==> src/pkg/sgt_pkg.sv <==
// How it works
// - Enabled guard timer resets the system or raises an interrupt, per mode, when software misses the reload deadline.
// - Enable is set by software; only reset or own expiry/fault clears it.
// - Wrong or incomplete service sequence causes reset or interrupt, per mode.
// - Sticky flag records that the last reset came from the guard timer.
// - Tick clock divided by four drives a 24-bit down counter.
// - Timeout values below 0xFF load 0xFF into the counter.
// - Interval spans 256x4 to 2^24x4 tick periods in steps of four.
// - Tick clock selects free-running oscillator 2 MHz or external clock.
package sgt_pkg;

	// ----------------------------------------
	// Register map
	// ----------------------------------------
	localparam logic [7:0]  CTRL_OFS    = 8'h00;
	localparam logic [7:0]  TMO_OFS     = 8'h04;
	localparam logic [7:0]  FEED_OFS    = 8'h08;
	localparam logic [7:0]  COUNT_OFS   = 8'h0C;
	localparam logic [7:0]  STAT_OFS    = 8'h10;
	localparam logic [7:0]  MASK_OFS    = 8'h14;
	localparam logic [7:0]  CLKSEL_OFS  = 8'h18;

	// ----------------------------------------
	// Fields and values
	// ----------------------------------------
	localparam int          CTRL_EN_BIT   = 0;
	localparam int          CTRL_MODE_BIT = 1;
	localparam int          ST_TMO_BIT    = 0;
	localparam int          ST_FEED_BIT   = 1;
	localparam int          ST_FLAG_BIT   = 2;
	localparam int          CNT_W         = 24;
	localparam int          ST_W          = 3;
	localparam logic [23:0] TMO_RST       = 24'hFFFFFF;
	localparam logic [23:0] MIN_LOAD      = 24'h0000FF;
	localparam logic [7:0]  FEED_KEY1     = 8'hAA;
	localparam logic [7:0]  FEED_KEY2     = 8'h55;
	localparam logic [1:0]  PRESCALE_LAST = 2'h3;
	localparam logic [1:0]  RESP_OKAY     = 2'h0;
	localparam logic [1:0]  RESP_SLVERR   = 2'h2;

endpackage : sgt_pkg

==> src/design/sgt_tick.sv <==
`timescale 1ns/1ps
module sgt_tick (
	input  wire logic aclk,
	input  wire logic aresetn,
	input  wire logic sel,
	input  wire logic osc_clk,
	input  wire logic ext_clk,
	output logic      tick
);

	typedef struct packed {
		logic       osc_prev;
		logic       ext_prev;
		logic [1:0] div;
		logic       tick;
	} sgt_tick_t;

	sgt_tick_t s_q;
	sgt_tick_t s_d;
	logic      edge_seen;

	// ----------------------------------------
	// Source select and prescaler
	// ----------------------------------------
	always_comb begin
		s_d          = s_q;
		s_d.osc_prev = osc_clk;
		s_d.ext_prev = ext_clk;
		edge_seen    = sel ? (ext_clk & ~s_q.ext_prev) : (osc_clk & ~s_q.osc_prev);
		s_d.tick     = edge_seen && (s_q.div == sgt_pkg::PRESCALE_LAST);
		if (edge_seen) begin
			s_d.div = s_q.div + 2'h1;
		end
	end

	always_ff @(posedge aclk) begin
		if (!aresetn) begin
			s_q <= '0;
		end else begin
			s_q <= s_d;
		end
	end

	assign tick = s_q.tick;

	property p_tick_spacing;
		@(posedge aclk) disable iff (!aresetn)
		s_q.tick |=> !s_q.tick [*3];
	endproperty
	a_tick_spacing: assert property (p_tick_spacing) else $error("prescaled ticks closer than four edges");

endmodule : sgt_tick

==> src/design/sgt_top.sv <==
// Local design decisions: the AXI4-Lite slave port and the address map.
`timescale 1ns/1ps
module sgt_top (
	input  wire logic        aclk,
	input  wire logic        aresetn,
	input  wire logic        por_n,
	input  wire logic        osc_clk,
	input  wire logic        ext_clk,
	input  wire logic        dbg_halt,
	input  wire logic [7:0]  awaddr,
	input  wire logic        awvalid,
	output logic             awready,
	input  wire logic [31:0] wdata,
	input  wire logic [3:0]  wstrb,
	input  wire logic        wvalid,
	output logic             wready,
	output logic [1:0]       bresp,
	output logic             bvalid,
	input  wire logic        bready,
	input  wire logic [7:0]  araddr,
	input  wire logic        arvalid,
	output logic             arready,
	output logic [31:0]      rdata,
	output logic [1:0]       rresp,
	output logic             rvalid,
	input  wire logic        rready,
	output logic             irq,
	output logic             sys_reset_req
);

	typedef struct packed {
		logic        aw_full;
		logic [7:0]  aw_addr;
		logic        w_full;
		logic [31:0] w_data;
		logic [3:0]  w_strb;
		logic        awready;
		logic        wready;
		logic        bvalid;
		logic [1:0]  bresp;
		logic        arready;
		logic        rvalid;
		logic [31:0] rdata;
		logic [1:0]  rresp;
		logic        en;
		logic        rst_mode;
		logic        clk_sel;
		logic [23:0] tmo;
		logic [23:0] cnt;
		logic        armed;
		logic [2:0]  st;
		logic [2:0]  mask;
		logic        irq;
		logic        sys_rst;
	} sgt_state_t;

	localparam sgt_state_t S_RST = '{
		awready: 1'b1,
		wready:  1'b1,
		arready: 1'b1,
		tmo:     sgt_pkg::TMO_RST,
		default: '0
	};

	sgt_state_t  s_q;
	sgt_state_t  s_d;
	logic        tick;
	logic        wr_go;
	logic        rd_go;
	logic        load_go;
	logic        feed_ok;
	logic        feed_bad;
	logic        expire;
	logic        trip;
	logic [23:0] load_val;
	logic [31:0] wmerged;
	logic [2:0]  st_set;
	logic [2:0]  st_clr;

	// ----------------------------------------
	// Helpers
	// ----------------------------------------
	function automatic logic addr_mapped(input logic [7:0] a);
		addr_mapped = (a == sgt_pkg::CTRL_OFS) || (a == sgt_pkg::TMO_OFS) || (a == sgt_pkg::FEED_OFS)
			|| (a == sgt_pkg::COUNT_OFS) || (a == sgt_pkg::STAT_OFS) || (a == sgt_pkg::MASK_OFS)
			|| (a == sgt_pkg::CLKSEL_OFS);
	endfunction : addr_mapped

	function automatic logic [31:0] reg_value(input logic [7:0] a, input sgt_state_t s);
		reg_value = '0;
		unique case (a)
			sgt_pkg::CTRL_OFS:   reg_value = {30'h0, s.rst_mode, s.en};
			sgt_pkg::TMO_OFS:    reg_value = {8'h0, s.tmo};
			sgt_pkg::COUNT_OFS:  reg_value = {8'h0, s.cnt};
			sgt_pkg::STAT_OFS:   reg_value = {29'h0, s.st};
			sgt_pkg::MASK_OFS:   reg_value = {29'h0, s.mask};
			sgt_pkg::CLKSEL_OFS: reg_value = {31'h0, s.clk_sel};
			default:             reg_value = '0;
		endcase
	endfunction : reg_value

	function automatic logic [31:0] merge(input logic [31:0] old, input logic [31:0] nw, input logic [3:0] be);
		for (int i = 0; i < 4; i++) begin
			merge[i*8 +: 8] = be[i] ? nw[i*8 +: 8] : old[i*8 +: 8];
		end
	endfunction : merge

	// ----------------------------------------
	// Tick source
	// ----------------------------------------
	sgt_tick sgt_tick_inst (
		.aclk    (aclk),
		.aresetn (aresetn),
		.sel     (s_q.clk_sel),
		.osc_clk (osc_clk),
		.ext_clk (ext_clk),
		.tick    (tick)
	);

	// ----------------------------------------
	// Next state
	// ----------------------------------------
	always_comb begin
		s_d      = s_q;
		wr_go    = s_q.aw_full && s_q.w_full && !s_q.bvalid;
		rd_go    = arvalid && s_q.arready;
		wmerged  = merge(reg_value(s_q.aw_addr, s_q), s_q.w_data, s_q.w_strb);
		load_val = (s_q.tmo < sgt_pkg::MIN_LOAD) ? sgt_pkg::MIN_LOAD : s_q.tmo;
		feed_ok  = 1'b0;
		feed_bad = 1'b0;
		load_go  = 1'b0;
		st_set   = '0;
		st_clr   = '0;

		// Address and data capture
		if (awvalid && s_q.awready) begin
			s_d.aw_full = 1'b1;
			s_d.aw_addr = awaddr;
		end
		if (wvalid && s_q.wready) begin
			s_d.w_full = 1'b1;
			s_d.w_data = wdata;
			s_d.w_strb = wstrb;
		end

		// Register writes
		if (wr_go) begin
			s_d.aw_full = 1'b0;
			s_d.w_full  = 1'b0;
			s_d.bvalid  = 1'b1;
			s_d.bresp   = addr_mapped(s_q.aw_addr) ? sgt_pkg::RESP_OKAY : sgt_pkg::RESP_SLVERR;
			unique case (s_q.aw_addr)
				sgt_pkg::CTRL_OFS: begin
					if (!s_q.en) begin
						s_d.rst_mode = wmerged[sgt_pkg::CTRL_MODE_BIT];
						if (wmerged[sgt_pkg::CTRL_EN_BIT]) begin
							s_d.en  = 1'b1;
							load_go = 1'b1;
						end
					end
				end
				sgt_pkg::TMO_OFS: begin
					s_d.tmo = wmerged[23:0];
				end
				sgt_pkg::FEED_OFS: begin
					if (s_q.w_strb[0] && s_q.w_data[7:0] == sgt_pkg::FEED_KEY1) begin
						s_d.armed = 1'b1;
					end else if (s_q.w_strb[0] && s_q.w_data[7:0] == sgt_pkg::FEED_KEY2 && s_q.armed) begin
						s_d.armed = 1'b0;
						feed_ok   = s_q.en;
					end else begin
						s_d.armed = 1'b0;
						feed_bad  = s_q.en;
					end
				end
				sgt_pkg::STAT_OFS: begin
					st_clr = s_q.w_strb[0] ? s_q.w_data[2:0] : 3'h0;
				end
				sgt_pkg::MASK_OFS: begin
					s_d.mask = wmerged[2:0];
				end
				sgt_pkg::CLKSEL_OFS: begin
					s_d.clk_sel = wmerged[0];
				end
				default: begin
				end
			endcase
		end
		if (s_q.bvalid && bready) begin
			s_d.bvalid = 1'b0;
		end
		s_d.awready = !s_d.aw_full;
		s_d.wready  = !s_d.w_full;

		// Register reads
		if (rd_go) begin
			s_d.rvalid = 1'b1;
			s_d.rdata  = reg_value(araddr, s_q);
			s_d.rresp  = addr_mapped(araddr) ? sgt_pkg::RESP_OKAY : sgt_pkg::RESP_SLVERR;
		end
		if (s_q.rvalid && rready) begin
			s_d.rvalid = 1'b0;
		end
		s_d.arready = !s_d.rvalid;

		// Countdown
		expire = s_q.en && tick && !dbg_halt && (s_q.cnt == 24'h0);
		if (feed_ok) begin
			load_go = 1'b1;
		end
		if (load_go) begin
			s_d.cnt = load_val;
		end else if (s_q.en && tick && !dbg_halt && s_q.cnt != 24'h0) begin
			s_d.cnt = s_q.cnt - 24'h1;
		end

		// Expiry and bad service
		trip      = expire || feed_bad;
		s_d.sys_rst = trip && s_q.rst_mode;
		if (trip) begin
			s_d.en    = 1'b0;
			s_d.armed = 1'b0;
		end
		st_set[sgt_pkg::ST_TMO_BIT]  = expire;
		st_set[sgt_pkg::ST_FEED_BIT] = feed_bad;
		st_set[sgt_pkg::ST_FLAG_BIT] = trip && s_q.rst_mode;
		s_d.st  = (s_q.st & ~st_clr) | st_set;
		s_d.irq = |(s_d.st & s_d.mask);
	end

	// ----------------------------------------
	// State register
	// ----------------------------------------
	always_ff @(posedge aclk) begin
		if (!por_n) begin
			s_q <= S_RST;
		end else if (!aresetn) begin
			s_q                       <= S_RST;
			s_q.st[sgt_pkg::ST_FLAG_BIT] <= s_q.st[sgt_pkg::ST_FLAG_BIT];
		end else begin
			s_q <= s_d;
		end
	end

	assign awready       = s_q.awready;
	assign wready        = s_q.wready;
	assign bvalid        = s_q.bvalid;
	assign bresp         = s_q.bresp;
	assign arready       = s_q.arready;
	assign rvalid        = s_q.rvalid;
	assign rdata         = s_q.rdata;
	assign rresp         = s_q.rresp;
	assign irq           = s_q.irq;
	assign sys_reset_req = s_q.sys_rst;

	// ----------------------------------------
	// Checks
	// ----------------------------------------
	property p_expire_reset;
		@(posedge aclk) disable iff (!aresetn)
		(expire && s_q.rst_mode) |=> sys_reset_req;
	endproperty
	a_expire_reset: assert property (p_expire_reset) else $error("expiry without reset request");

	property p_en_sticky;
		@(posedge aclk) disable iff (!aresetn)
		$fell(s_q.en) |-> $past(expire || feed_bad);
	endproperty
	a_en_sticky: assert property (p_en_sticky) else $error("enable dropped without cause");

	property p_bad_feed;
		@(posedge aclk) disable iff (!aresetn)
		feed_bad |=> (sys_reset_req == $past(s_q.rst_mode)) && s_q.st[sgt_pkg::ST_FEED_BIT] && !s_q.en;
	endproperty
	a_bad_feed: assert property (p_bad_feed) else $error("bad service not acted on");

	property p_flag_set;
		@(posedge aclk) disable iff (!aresetn)
		$rose(sys_reset_req) |-> s_q.st[sgt_pkg::ST_FLAG_BIT];
	endproperty
	a_flag_set: assert property (p_flag_set) else $error("reset flag missing");

	property p_count_dec;
		@(posedge aclk) disable iff (!aresetn)
		(tick && s_q.en && !dbg_halt && s_q.cnt != 24'h0 && !load_go) |=> s_q.cnt == $past(s_q.cnt) - 24'h1;
	endproperty
	a_count_dec: assert property (p_count_dec) else $error("counter did not decrement");

	property p_min_load;
		@(posedge aclk) disable iff (!aresetn)
		load_go |=> s_q.cnt >= 24'h0000FF;
	endproperty
	a_min_load: assert property (p_min_load) else $error("load below minimum");

	property p_no_early_expire;
		@(posedge aclk) disable iff (!aresetn)
		load_go |=> !expire [*8];
	endproperty
	a_no_early_expire: assert property (p_no_early_expire) else $error("expired too soon after load");

	property p_feed_reload;
		@(posedge aclk) disable iff (!aresetn)
		feed_ok |=> s_q.cnt == (($past(s_q.tmo) < 24'h0000FF) ? 24'h0000FF : $past(s_q.tmo));
	endproperty
	a_feed_reload: assert property (p_feed_reload) else $error("service did not reload");

endmodule : sgt_top

==> config.mk <==
export PLATFORM = sky130hd
export DESIGN_NAME = sgt_top
export DESIGN_NICKNAME = d
export VERILOG_FILES = /design/src/pkg/sgt_pkg.sv /design/src/design/sgt_tick.sv /design/src/design/sgt_top.sv
export SDC_FILE = /design/constraint.sdc
export NUM_CORES = 1
export LEC_CHECK = 0
export BUFFER_PORTS_ARGS = -buffer_cell sky130_fd_sc_hd__buf_4
export CAP_MARGIN = 30
export CORE_UTILIZATION = 32
export CTS_CLUSTER_DIAMETER = 30
export DETAILED_ROUTE_END_ITERATION = 10
export PLACE_DENSITY = 0.58
export SYNTH_ARGS = -nofsm -noshare
export SYNTH_HDL_FRONTEND = slang
export SYNTH_SLANG_ARGS = --single-unit
==> constraint.sdc <==
create_clock -name aclk -period 5.2 [get_ports aclk]
set_input_delay 0.52 -clock aclk [delete_from_list [all_inputs] [get_ports aclk]]
set_output_delay 0.52 -clock aclk [all_outputs]
set_load 0.01 [all_outputs]
==> impl_metrics.yaml <==
run_status:
  status: "complete, no violations"
worst_hold_path:
  hold_class: "input port to register"
cells_and_area:
  multiInputGateArea_sq_um: 3150
  seqCellArea_sq_um: 2660
  n_antenna_cell: 0
  fin_nets: 885
  stdcell_count: 1092
  fill_cells: 2029
  drive_gt1_share_pct: 17.3
  areaGrowthSynthToFinish_pct: 20.1
worst_setup_path:
  startpoint_type: "register"
  end_kind: "register"
  arrival_ps: 3220
  worst-path-max-fanout: 13
  path_class: "register to register"
  cp.required_ps: 5530
place:
  dp_cells: 1060
  place.gp.congestion: 0.889
  dp_hpwl_mm: 11.1
  io_buffers: 86
yosys:
  synthTopCellsByCount: "138 x nand2_1, 133 x dfxtp_1, 83 x nor2_1"
  synth_cell_type_count: 64
  synth.largest_area_cell: "dfxtp_1"
  yosysWarningCount: 0
  synth.avg_cell_area_sq_um: 7.97
  ys.flop_type: "dfxtp_1"
  synth-async-reset-ratio_pct: 0
  synth_top_area_share_pct: 42.7
  yosys-top-cells-area: "dfxtp_1 43%, nand2_1 8.3%, a21oi_1 6.5%, nor2_1 5.0%, buf_4 4.3%"
  synth_edf_count: 0
  synthMostInstantiatedCell: "nand2_1"
  ys_ff_latch: 133
  synthesis.area_sq_um: 6230
  synth_cells: 781
  seq_area_frac_synth_pct: 42.7
clock_network:
  post_cts_buffers: 0
  cts_hold_buf: 0
  clockBufferDepth: 2
  htreeDepth: 4
  clockRootBuffer: "clkbuf_16"
  cts_tree: "built"
  insertion_delay_ps: 430
  cts_buffers: 17
  cts_resized: 0
  path_clk_slew_ps: 60
  numClockSinks: 133
global_routing:
  grt_pass1_wl_mm: 26.5
  grtUsageTotal_pct: 16.8
  gr-total-overflow: 0
  antenna_found_initial: 0
  grt_pass1_vias: 5136
  grt_start_max_net_pins: 46
routing:
  antenna_left: 0
  route.detailed.wl_per_inst_um: 14.7
  drt_iter0_markers: 347
  routed_wl_mm: 16.0
  post-route-drc-count: 0
  vias: 5345
  firstDrtPassIters: 5
  vias_per_cell: 4.89
sta:
  finalSetupViolCount: 0
  setup_tns_ps: 0
  rsz0062_at_grt: "false"
  final_max_slew_viol_count: 0
  max_freq_mhz: 346
  slew_headroom_pct: 36.4
  min_period_ps: 2890
  fin_worst_skew_ps: 13.2
  period_share_pct: 55.5
  worst-slew-pin-transition_ps: 952
  hold_viol_final: 0
power_and_ir_drop:
  power.density_nw_per_um2: 328
  max-vdd-ir-drop_mv: 0.227
  p_leak_nw: 2.80
die:
  core_area_sq_um: 18900
  dieHeight_um: 142
  row_count: 50
  initial_utilization_pct: 33.0
  die_w_um: 142
  ios: 106
  die_area_sq_um: 20000
run:
  maxCapViolCount: 0
-- critical path: stages (launching register included) --
cell	delay, ps
dfxtp_1	610
nor4b_2	540
nand2_1	180
o311ai_2	610
a21oi_1	380
buf_4	280
a211oi_1	200
-- metrics by stage --
stage                     utilization, %  power (mW)  cell area, sq um  worst slack (ps)  hold WS, ps
final                               39.6        2.45              7480              2310          316
after global routing                39.6        2.54              7480              2050          310
after CTS                           39.6        2.48              7480              2280          307
after detailed placement            36.3        1.19              6850              2310          449
after global placement              36.2        1.19              6840              2320          445
after floorplan                        -        1.14              6260              3110          437
-- cells in the final DEF (no fill, tap or decap), types with 4 or more instances in the layout --
master	Yosys	final
a211oi_1	8	8
a21oi_1	81	80
a22oi_1	21	21
and2_1	11	11
and3_1	4	4
buf_4	36	91
bufinv_16	0	4
clkbuf_16	0	17
conb_1	1	10
dfxtp_1	133	133
inv_1	7	7
mux2i_1	16	16
nand2_1	138	137
nand3_1	38	38
nand4_1	11	11
nor2_1	83	83
nor3_1	21	20
nor3b_1	4	4
nor4_1	9	9
o21ai_0	16	16
o21ai_1	6	6
o31ai_1	6	6
or3_1	4	4
xnor2_1	15	15
xor2_1	9	9
-- worst paths after layout --
| check | start | endpoint | slack, ps | depth (start not counted) |
|---|---|---|---|---|
| setup / recovery | s_q[140] | s_q[30] | 2310 | 6 |
| hold / removal | ext_clk | sgt_tick_inst.s_q[3] | 320 | 2 |
| setup reg to reg | s_q[140] | s_q[30] | 2310 | 6 |
| hold reg to reg | s_q[117] | s_q[117] | 460 | 2 |
-- cell type report --
cell class,instances,share of cell area [%]
Clock buffer,20,6.10
Clock inverter,12,2.34
Inverter,7,0.351
Multi-Input combinational cell,569,42.1
Sequential cell,133,35.6
Tap cell,260,4.35
Timing Repair Buffer,91,9.13
-- registers in the layout (all words and copies together) (netlist names) --
signal / cells
wready: 1
s_q: 95
arready: 1
rresp: 1
sys_reset_req: 1
irq: 1
rdata: 24
sgt_tick_inst.tick: 1
bvalid: 1
bresp: 1
awready: 1
sgt_tick_inst.s_q: 4
rvalid: 1
-- power by group --
group	switching (mW)	internal (mW)	leakage (nW)
clock network	0.454	0.827	0.303
registers	0.0130	1.03	1.08
logic	0.0710	0.0523	1.42
total	0.538	1.91	2.80
-- kinds of logic after synthesis --
logic type	synth area share, %
compound gates	15.9
xor+xnor	3.37
fa+ha+maj	0.603
buf+inv	7.55
flops	42.7
mux	2.93
other cells	0.0602
simple gates	26.9
-- layer usage --
layer | track usage, % | up-vias | share of wire (%)
met2 | 24.4 | 141 | 42
met4 | 6.90 | 0 | 1.4
li1 | - | 2744 | -
met5 | 0 | - | 0
met1 | 23.5 | 2443 | 51
met3 | 4.15 | 17 | 5.5
Note: power is estimated with default switching activity, not from simulation.
